===== config.mk =====
export PLATFORM = sky130hd
export DESIGN_NAME = rssalu_core
export DESIGN_NICKNAME = d
export VERILOG_FILES = /design/src/rtl/rssalu_pkg.sv /design/src/rtl/rssalu_core.sv /design/src/rtl/rssalu_step.sv /design/src/rtl/rssalu_sub.sv
export SDC_FILE = /design/constraint.sdc
export NUM_CORES = 1
export LEC_CHECK = 0
export ABC_AREA = 0
export BUFFER_PORTS_ARGS = -buffer_cell sky130_fd_sc_hd__buf_2
export CORE_AREA = 4 4 90 92
export CTS_CLUSTER_DIAMETER = 150
export DETAILED_ROUTE_END_ITERATION = 10
export DIE_AREA = 0 0 94 96
export SKIP_CTS_REPAIR_TIMING = 1
export SYNTH_ARGS = -nofsm -noshare
export SYNTH_HDL_FRONTEND = slang
export SYNTH_SLANG_ARGS = --single-unit

===== constraint.sdc =====
create_clock -name sys_clk -period 3 [get_ports sys_clk]
set_input_delay 0.3 -clock sys_clk [delete_from_list [all_inputs] [get_ports sys_clk]]
set_output_delay 0.3 -clock sys_clk [all_outputs]
set_load 0.005 [all_outputs]

===== src/rtl/rssalu_pkg.sv =====
// package: opcodes, flag positions and reset values for the rotate/subtract/skip datapath
package rssalu_pkg;
	localparam int RSSALU_DW = 8;
	localparam int RSSALU_OPW = 5;
	localparam logic [7:0] RSSALU_ALL_ONES = 8'hFF;
	localparam logic [7:0] RSSALU_ACC_RST = 8'h00;
	localparam logic [3:0] RSSALU_FLAG_RST = 4'h0;
	// flag vector positions
	localparam int RSSALU_F_C = 0;
	localparam int RSSALU_F_HC = 1;
	localparam int RSSALU_F_Z = 2;
	localparam int RSSALU_F_WRAP = 3;
	localparam int RSSALU_SKIP_CYC = 2;
	localparam int RSSALU_PLAIN_CYC = 1;

	typedef enum logic [4:0] {
		RSSALU_NOP                           = 5'h00,
		RSSALU_ROTATE_LEFT_VIA_CARRY         = 5'h01,
		RSSALU_ROTATE_LEFT_VIA_CARRY_TO_ACC  = 5'h02,
		RSSALU_ROTATE_RIGHT_BYTE             = 5'h03,
		RSSALU_ROTATE_RIGHT_TO_ACC           = 5'h04,
		RSSALU_ROTATE_RIGHT_VIA_CARRY        = 5'h05,
		RSSALU_ROTATE_RIGHT_VIA_CARRY_TO_ACC = 5'h06,
		RSSALU_MINUS_WITH_BORROW_TO_ACC      = 5'h07,
		RSSALU_MINUS_WITH_BORROW_TO_MEM      = 5'h08,
		RSSALU_MINUS_TO_ACC                  = 5'h09,
		RSSALU_MINUS_TO_MEM                  = 5'h0A,
		RSSALU_MINUS_IMM_TO_ACC              = 5'h0B,
		RSSALU_DECREMENT_SKIP_ZERO           = 5'h0C,
		RSSALU_DECREMENT_SKIP_ZERO_TO_ACC    = 5'h0D,
		RSSALU_FILL_BYTE                     = 5'h0E,
		RSSALU_SET_BIT                       = 5'h0F,
		RSSALU_INCREMENT_SKIP_ZERO           = 5'h10,
		RSSALU_INCREMENT_SKIP_ZERO_TO_ACC    = 5'h11,
		RSSALU_SKIP_BIT_NONZERO              = 5'h12,
		RSSALU_NIBBLE_EXCHANGE               = 5'h13,
		RSSALU_NIBBLE_EXCHANGE_TO_ACC        = 5'h14
	} rssalu_op_e;

	typedef enum logic [1:0] {
		RSSALU_ST_RUN   = 2'b01,
		RSSALU_ST_DUMMY = 2'b10
	} rssalu_state_e;
endpackage


===== src/rtl/rssalu_core.sv =====
// rotate / subtract / skip / set / swap execution datapath
`timescale 1ns/100ps
// Function
// - memory rotate left through carry; bit0 from old carry, carry from bit7
// - same rotation into accumulator, carry from bit7, memory untouched
// - memory rotate right, bit0 into bit7, no flag change
// - rotate right into accumulator, memory kept, no flag change
// - memory rotate right through carry; bit7 from carry, carry from bit0
// - same rotation into accumulator, carry from bit0, memory untouched
// - acc plus inverted memory plus carry into acc, four flags updated
// - acc plus inverted memory plus carry into memory, four flags updated
// - acc plus inverted memory plus one into acc, four flags updated
// - acc plus inverted memory plus one into memory, four flags updated
// - acc plus inverted immediate plus one into acc, four flags updated
// - decrement memory, write back, skip with dummy cycle on zero
// - memory minus one into acc, skip with dummy cycle on zero
// - write all ones into memory byte, flags untouched
// - set selected memory bit, others kept, flags untouched
// - increment memory, write back, skip with dummy cycle on zero
// - memory plus one into acc, skip with dummy cycle on zero
// - skip with dummy cycle when selected memory bit is one
// - swap memory nibbles, write back, flags untouched
// - swapped nibbles go to accumulator instead of memory
module rssalu_core
	import rssalu_pkg::*;
#(
	parameter int DW = RSSALU_DW
)(
	// clock and reset
	input  wire logic            sys_clk,
	input  wire logic            rst_n,
	// instruction from sequencer
	input  wire logic            op_valid,
	input  wire logic [4:0]      op_code,
	input  wire logic [2:0]      bit_sel,
	input  wire logic [DW-1:0]   imm_data,
	// memory operand
	input  wire logic [DW-1:0]   mem_rdata,
	// memory write-back
	output logic                 mem_we,
	output logic      [DW-1:0]   mem_wdata,
	// architectural state
	output logic      [DW-1:0]   acc,
	output logic                 carry_flag,
	output logic                 half_carry_flag,
	output logic                 zero_flag,
	output logic                 twos_complement_wrap_flag,
	// sequencing
	output logic                 discard_fetch,
	output logic                 busy
);
	rssalu_op_e    op;
	rssalu_state_e state_r;
	rssalu_state_e state_nxt;

	logic [DW-1:0] acc_r;
	logic [DW-1:0] acc_nxt;
	logic [3:0]    flags_r;
	logic [3:0]    flags_nxt;
	logic          mem_we_r;
	logic          mem_we_nxt;
	logic [DW-1:0] mem_wdata_r;
	logic [DW-1:0] mem_wdata_nxt;
	logic          discard_r;
	logic          skip_nxt;

	logic [DW-1:0] sub_b;
	logic          sub_cin;
	logic [DW-1:0] sub_res;
	logic          sub_c;
	logic          sub_hc;
	logic          sub_wrap;
	logic          step_down;
	logic [DW-1:0] step_res;
	logic          step_zero;
	logic [DW-1:0] swapped;
	logic [DW-1:0] bit_mask;
	logic          in_dummy;

	assign op = rssalu_op_e'(op_code);
	assign in_dummy = (state_r == RSSALU_ST_DUMMY);

	////////////////////////////////////////////////////////////////////
	// arithmetic helpers

	always_comb
	begin
		sub_b = mem_rdata;
		sub_cin = 1'b1;
		case (op)
			RSSALU_MINUS_WITH_BORROW_TO_ACC,
			RSSALU_MINUS_WITH_BORROW_TO_MEM: sub_cin = flags_r[RSSALU_F_C];
			RSSALU_MINUS_IMM_TO_ACC: sub_b = imm_data;
			default: sub_cin = 1'b1;
		endcase
	end

	rssalu_sub #(.DW(DW)) u_sub (
		.a          (acc_r),
		.b          (sub_b),
		.cin        (sub_cin),
		.res        (sub_res),
		.carry      (sub_c),
		.half_carry (sub_hc),
		.wrap       (sub_wrap)
	);

	assign step_down = (op == RSSALU_DECREMENT_SKIP_ZERO) ||
	                   (op == RSSALU_DECREMENT_SKIP_ZERO_TO_ACC);

	rssalu_step #(.DW(DW)) u_step (
		.val     (mem_rdata),
		.down    (step_down),
		.res     (step_res),
		.is_zero (step_zero)
	);

	assign swapped = {mem_rdata[3:0], mem_rdata[DW-1:4]};
	assign bit_mask = DW'(1) << bit_sel;

	////////////////////////////////////////////////////////////////////
	// per-instruction next values

	always_comb
	begin
		acc_nxt = acc_r;
		flags_nxt = flags_r;
		mem_we_nxt = 1'b0;
		mem_wdata_nxt = mem_wdata_r;
		skip_nxt = 1'b0;
		// dummy cycle executes nothing
		if (op_valid && !in_dummy)
		begin
			case (op)
				RSSALU_ROTATE_LEFT_VIA_CARRY:
				begin
					mem_we_nxt = 1'b1;
					mem_wdata_nxt = {mem_rdata[DW-2:0], flags_r[RSSALU_F_C]};
					flags_nxt[RSSALU_F_C] = mem_rdata[DW-1];
				end
				RSSALU_ROTATE_LEFT_VIA_CARRY_TO_ACC:
				begin
					acc_nxt = {mem_rdata[DW-2:0], flags_r[RSSALU_F_C]};
					flags_nxt[RSSALU_F_C] = mem_rdata[DW-1];
				end
				RSSALU_ROTATE_RIGHT_BYTE:
				begin
					mem_we_nxt = 1'b1;
					mem_wdata_nxt = {mem_rdata[0], mem_rdata[DW-1:1]};
				end
				RSSALU_ROTATE_RIGHT_TO_ACC:
					acc_nxt = {mem_rdata[0], mem_rdata[DW-1:1]};
				RSSALU_ROTATE_RIGHT_VIA_CARRY:
				begin
					mem_we_nxt = 1'b1;
					mem_wdata_nxt = {flags_r[RSSALU_F_C], mem_rdata[DW-1:1]};
					flags_nxt[RSSALU_F_C] = mem_rdata[0];
				end
				RSSALU_ROTATE_RIGHT_VIA_CARRY_TO_ACC:
				begin
					acc_nxt = {flags_r[RSSALU_F_C], mem_rdata[DW-1:1]};
					flags_nxt[RSSALU_F_C] = mem_rdata[0];
				end
				RSSALU_MINUS_WITH_BORROW_TO_ACC,
				RSSALU_MINUS_TO_ACC,
				RSSALU_MINUS_IMM_TO_ACC:
				begin
					acc_nxt = sub_res;
					flags_nxt = {sub_wrap, (sub_res == '0), sub_hc, sub_c};
				end
				RSSALU_MINUS_WITH_BORROW_TO_MEM,
				RSSALU_MINUS_TO_MEM:
				begin
					mem_we_nxt = 1'b1;
					mem_wdata_nxt = sub_res;
					flags_nxt = {sub_wrap, (sub_res == '0), sub_hc, sub_c};
				end
				RSSALU_DECREMENT_SKIP_ZERO,
				RSSALU_INCREMENT_SKIP_ZERO:
				begin
					mem_we_nxt = 1'b1;
					mem_wdata_nxt = step_res;
					skip_nxt = step_zero;
				end
				RSSALU_DECREMENT_SKIP_ZERO_TO_ACC,
				RSSALU_INCREMENT_SKIP_ZERO_TO_ACC:
				begin
					acc_nxt = step_res;
					skip_nxt = step_zero;
				end
				RSSALU_FILL_BYTE:
				begin
					mem_we_nxt = 1'b1;
					mem_wdata_nxt = RSSALU_ALL_ONES;
				end
				RSSALU_SET_BIT:
				begin
					mem_we_nxt = 1'b1;
					mem_wdata_nxt = mem_rdata | bit_mask;
				end
				RSSALU_SKIP_BIT_NONZERO:
					skip_nxt = |(mem_rdata & bit_mask);
				RSSALU_NIBBLE_EXCHANGE:
				begin
					mem_we_nxt = 1'b1;
					mem_wdata_nxt = swapped;
				end
				RSSALU_NIBBLE_EXCHANGE_TO_ACC:
					acc_nxt = swapped;
				default:
					acc_nxt = acc_r;
			endcase
		end
	end

	////////////////////////////////////////////////////////////////////
	// skip sequencing: one dummy cycle after a taken skip

	always_comb
	begin
		case (state_r)
			RSSALU_ST_RUN: state_nxt = skip_nxt ? RSSALU_ST_DUMMY : RSSALU_ST_RUN;
			RSSALU_ST_DUMMY: state_nxt = RSSALU_ST_RUN;
			default: state_nxt = RSSALU_ST_RUN;
		endcase
	end

	always_ff @(posedge sys_clk or negedge rst_n)
	begin
		if (!rst_n)
		begin
			state_r <= RSSALU_ST_RUN;
			discard_r <= 1'b0;
		end
		else
		begin
			state_r <= state_nxt;
			discard_r <= skip_nxt;
		end
	end

	////////////////////////////////////////////////////////////////////
	// architectural registers

	always_ff @(posedge sys_clk or negedge rst_n)
	begin
		if (!rst_n)
		begin
			acc_r <= RSSALU_ACC_RST;
			flags_r <= RSSALU_FLAG_RST;
		end
		else
		begin
			acc_r <= acc_nxt;
			flags_r <= flags_nxt;
		end
	end

	always_ff @(posedge sys_clk or negedge rst_n)
	begin
		if (!rst_n)
		begin
			mem_we_r <= 1'b0;
			mem_wdata_r <= '0;
		end
		else
		begin
			mem_we_r <= mem_we_nxt;
			mem_wdata_r <= mem_wdata_nxt;
		end
	end

	assign mem_we = mem_we_r;
	assign mem_wdata = mem_wdata_r;
	assign acc = acc_r;
	assign carry_flag = flags_r[RSSALU_F_C];
	assign half_carry_flag = flags_r[RSSALU_F_HC];
	assign zero_flag = flags_r[RSSALU_F_Z];
	assign twos_complement_wrap_flag = flags_r[RSSALU_F_WRAP];
	assign discard_fetch = discard_r;
	assign busy = state_r[1]; // dummy-state bit of the one-hot register

	////////////////////////////////////////////////////////////////////
	// checks

	a_rotl_mem_result: assert property (@(posedge sys_clk) disable iff (!rst_n)
		op_valid && !in_dummy && op == RSSALU_ROTATE_LEFT_VIA_CARRY |=>
		mem_we && mem_wdata == {$past(mem_rdata[DW-2:0]), $past(flags_r[RSSALU_F_C])}
		&& carry_flag == $past(mem_rdata[DW-1]) && $stable(acc))
		else $error("rotate left via carry wrong");

	a_rotl_acc_result: assert property (@(posedge sys_clk) disable iff (!rst_n)
		op_valid && !in_dummy && op == RSSALU_ROTATE_LEFT_VIA_CARRY_TO_ACC |=>
		!mem_we && acc == {$past(mem_rdata[DW-2:0]), $past(flags_r[RSSALU_F_C])})
		else $error("rotate left to acc wrong");

	a_rotr_no_flags: assert property (@(posedge sys_clk) disable iff (!rst_n)
		op_valid && !in_dummy && op == RSSALU_ROTATE_RIGHT_BYTE |=>
		mem_wdata == {$past(mem_rdata[0]), $past(mem_rdata[DW-1:1])} && $stable(flags_r))
		else $error("rotate right wrong");

	a_rotr_carry_out: assert property (@(posedge sys_clk) disable iff (!rst_n)
		op_valid && !in_dummy && op == RSSALU_ROTATE_RIGHT_VIA_CARRY |=>
		carry_flag == $past(mem_rdata[0]) && mem_wdata[DW-1] == $past(flags_r[RSSALU_F_C]))
		else $error("rotate right via carry wrong");

	a_sub_carry_borrow: assert property (@(posedge sys_clk) disable iff (!rst_n)
		op_valid && !in_dummy && op == RSSALU_MINUS_TO_ACC |=>
		carry_flag == ($past(acc_r) >= $past(mem_rdata)) && acc == $past(acc_r - mem_rdata))
		else $error("subtract carry wrong");

	a_skip_dummy_len: assert property (@(posedge sys_clk) disable iff (!rst_n)
		skip_nxt |=> discard_fetch && busy ##1 !busy)
		else $error("skip not exactly one dummy cycle");

	a_fill_ones: assert property (@(posedge sys_clk) disable iff (!rst_n)
		op_valid && !in_dummy && op == RSSALU_FILL_BYTE |=>
		mem_we && mem_wdata == RSSALU_ALL_ONES && $stable(flags_r))
		else $error("fill byte wrong");

	a_bit_skip: assert property (@(posedge sys_clk) disable iff (!rst_n)
		op_valid && !in_dummy && op == RSSALU_SKIP_BIT_NONZERO |=>
		discard_fetch == $past(mem_rdata[bit_sel]) && !mem_we)
		else $error("bit skip wrong");

	a_swap_acc: assert property (@(posedge sys_clk) disable iff (!rst_n)
		op_valid && !in_dummy && op == RSSALU_NIBBLE_EXCHANGE_TO_ACC |=>
		acc == {$past(mem_rdata[3:0]), $past(mem_rdata[DW-1:4])} && !mem_we)
		else $error("nibble swap to acc wrong");
endmodule


===== src/rtl/rssalu_step.sv =====
// plus/minus one with zero detect for the skip-on-zero family
`timescale 1ns/100ps
module rssalu_step
	import rssalu_pkg::*;
#(
	parameter int DW = RSSALU_DW
)(
	// operand and direction
	input  wire logic [DW-1:0] val,
	input  wire logic          down,
	// result
	output logic      [DW-1:0] res,
	output logic               is_zero
);
	always_comb
	begin
		res = down ? val - {{(DW-1){1'b0}}, 1'b1} : val + {{(DW-1){1'b0}}, 1'b1};
		is_zero = (res == '0);
	end
endmodule


===== src/rtl/rssalu_sub.sv =====
// adder core for the difference family: a + ~b + cin with flags
`timescale 1ns/100ps
module rssalu_sub
	import rssalu_pkg::*;
#(
	parameter int DW = RSSALU_DW
)(
	// operands
	input  wire logic [DW-1:0] a,
	input  wire logic [DW-1:0] b,
	input  wire logic          cin,
	// result
	output logic      [DW-1:0] res,
	output logic               carry,
	output logic               half_carry,
	output logic               wrap
);
	logic [DW:0]  full;
	logic [4:0]   low;
	logic [DW-1:0] nb;

	always_comb
	begin
		nb = ~b;
		full = {1'b0, a} + {1'b0, nb} + {{DW{1'b0}}, cin};
		low = {1'b0, a[3:0]} + {1'b0, nb[3:0]} + {4'h0, cin};
		res = full[DW-1:0];
		carry = full[DW];
		half_carry = low[4];
		wrap = (a[DW-1] == nb[DW-1]) && (res[DW-1] != a[DW-1]);
	end
endmodule

==> out/results.txt <==
Skew-Pair Late Insertion Delay = 270 ps
Top-area cell type share of the netlist area = 20.08%
Syn Inst Count = 366
Global Route Usage Sum = 21.58%
Reg clk slew, reported paths = 100 ps
Sw power = 0.0006655 W
Pleak = 1.484 nW
Io pins = 50
Mean Syn Cell Area = 7.832 um^2
Max rail drop VDD = 0.0001632 V
Layout cell share with drive strength beyond 1 = 27.00%
Cell variety after synth = 71
Longest Clk Path Bufs = 2
Initial drt markers = 385
Global-route wire length before repair = 15,540 um
CP Launch Type = input port
Horizontal die dimension = 94 um
Vias after detailed routing = 3,203
Flop pwr share = 28.2%
WP data required = 3200 ps
Max cap viols = 0
Hold Path Class = in2async
Pwr dens = 453.7 nW/um^2
Worst path cell trace = buf_2 -> or2b_1 -> nor2_1 -> ha_1 -> a211oi_1 -> o21bai_1 -> a21oi_1 -> xnor2_1 -> o41a_1 -> or3_1
Top_reg_cell synth = dfrtp_1
Slew headroom = 51.76%
Total Wirelength = 9656 um
DP Area = 3460 um^2
Critical Path Max Stage Delay = 450 ps
Vias/cell = 5.976
Syn_nets = 410
Dpl cells = 532
Synth Register Bits = 24
Clock sink count = 24
Remaining global-route overflow = 0
Post-synth top area cell = dfrtp_1
Antenna cells = 0
Power share of the clock group = 13.6%
Design Power = 0.001590 W
Total core area = 7214 um^2
Final Hold Viols = 0
Post-route insts no fill = 536
# DRC = 0
H-tree depth = 1
Initial antenna violation count = 0
Final Wtd Congestion = 0.8960
Synth cell count leaders = nand2_1 (35), nor2_1 (28), dfrtp_1 (23), o21ai_0 (23), a21oi_1 (22)
RSZ-0062 raised after global routing = false
Switch share = 41.86%
Layout Nets = 482
Routed Antenna Nets = 0
CTS Buf Count = 3
Fill cells = 744
Number of synthesized flops with an enable pin = 0
Worst slew pin tran = 721.8 ps
Starting density of the core = 39.73%
Async set-reset flop share out of synthesis = 100.0%
PortBufs = 49
Arrival time at the worst endpoint = 2940 ps
Post-DP HPWL = 7472 um
Setup-failing EPs final = 0
CTS tree = built
Wirelength per Cell = 18.01 um
Die height = 96 um
FP Rows = 31
Clock skew = 3.028 ps
Area Overhead vs Synth = 22.26%
Clk root buf = clkbuf_8
Max Freq = 0.3655 GHz
Period utilization = 91.20%
Cell Area, Synth = 2866 um^2
Vias in the first global route = 2,976
Critical path class = in2reg
Sum Neg Setup Slack = 0 ps
Worst-case reg-to-reg path depth = 11
Minimum clock period = 2736 ps
Combinational group share of total power = 58.2%
Max-slew violation count = 0
Largest net degree at the start of global routing = 25
Status = complete, no violations
Critical Path Fanout Max = 6
P_int = 0.0009246 W
Top cells by area, synth = dfrtp_1 (20%), ha_1 (6.1%), nand2_1 (4.6%)
CP endpoint kind = flip-flop
Count leader, synth = nand2_1
Pre-antenna DRT Iters = 6
Final Instance Area = 3505 um^2
CP max stage cell = o41a_1
Ys Warns = 0
Die area = 9024 um^2
Sequential area share after synthesis = 21.00%
stage by stage:
step,utilization (%),hold slack [ps],setup WS [ps]
6_report,48.58,11.31,263.9
5_1_grt,48.58,65.36,82.50
4_1_cts,48.58,37.12,287.6
3_5_place_dp,47.95,334.9,8.831
3_3_place_gp,47.95,335.4,73.61
2_1_floorplan,-,4.409,9.774
routing by layer:
metal | GRT usage [%] | part of all wire [%] | vias to the layer above
met5 | 0 | 0 | -
met4 | 4.332 | 1.9 | 0
met3 | 1.955 | 8.5 | 20
met2 | 35.96 | 46 | 176
met1 | 30.50 | 44 | 1487
li1 | - | - | 1520
placed cells by master (no fill, tap or decap), types with 11 or more instances in the layout:
| cell type | synthesis | routed |
|---|---|---|
| buf_2 | 4 | 49 |
| nand3_1 | 11 | 11 |
| nand2_1 | 35 | 35 |
| a21oi_1 | 22 | 20 |
| buf_4 | 1 | 46 |
| xnor2_1 | 11 | 11 |
| ha_1 | 14 | 14 |
| nor2_1 | 28 | 28 |
| o21ai_0 | 23 | 23 |
| inv_1 | 16 | 16 |
| dfrtp_1 | 23 | 23 |
power by group through the flow:
| stage | Clock [W] | Combinational, W | Sequential [W] |
|---|---|---|---|
| after CTS | 0.000221 | 0.000915 | 0.000451 |
| final | 0.000216 | 0.000926 | 0.000449 |
| after global placement | 0 | 0.000908 | 0.000453 |
| after global routing | 0.000232 | 0.00101 | 0.000460 |
| after floorplan | 0 | 0.000518 | 0.000460 |
| after detailed placement | 0 | 0.000912 | 0.000456 |
registers in the layout, indices dropped and copies added, names as in the netlist:
register / cells
acc: 8
discard_fetch: 1
flags_r: 4
mem_wdata: 8
mem_we: 1
state_r: 2
layout make-up:
cell class	instances	area, um^2	area share, %
Sequential cell	24	601.8	17.17
Multi-Input combinational cell	298	2083	59.44
Timing Repair Buffer	95	590.6	16.85
Clock buffer	4	45.04	1.285
Tap cell	99	123.9	3.534
Inverter	16	60.06	1.714
worst max-delay path, delay by kind of cell:
kind / cells / cell delay [ps]
AO/OA/AOI/OAI: 4 / 1070
XOR/XNOR: 1 / 120
adder cells (fa/ha/maj): 1 / 340
buffers and inverters: 1 / 130
AND/OR/NAND/NOR: 3 / 970
worst paths after layout:
| path | startpoint | slack (ps) | to |
|---|---|---|---|
| min in group sys_clk | op_valid | 290 | state_r[1] |
| hold / removal | rst_n | 10 | flags_r[1] |
| max in group asynchronous | rst_n | 2610 | discard_fetch |
| setup reg to reg | flags_r[0] | 510 | mem_wdata[6] |
| setup / recovery | op_code[1] | 260 | state_r[0] |
| hold reg to reg | flags_r[3] | 480 | flags_r[3] |
cell families after synthesis:
logic type | count (synthesis) | share of synthesized area [%]
adders and majority gates | 17 | 8.206
AOI/OAI and AO/OA | 130 | 32.43
buffers and inverters | 44 | 6.853
muxes | 12 | 4.365
DFF | 24 | 21.00
xor gates and xnor gates | 14 | 4.278
and+or+nand+nor | 125 | 22.87
(Power assumes the default switching activity.)
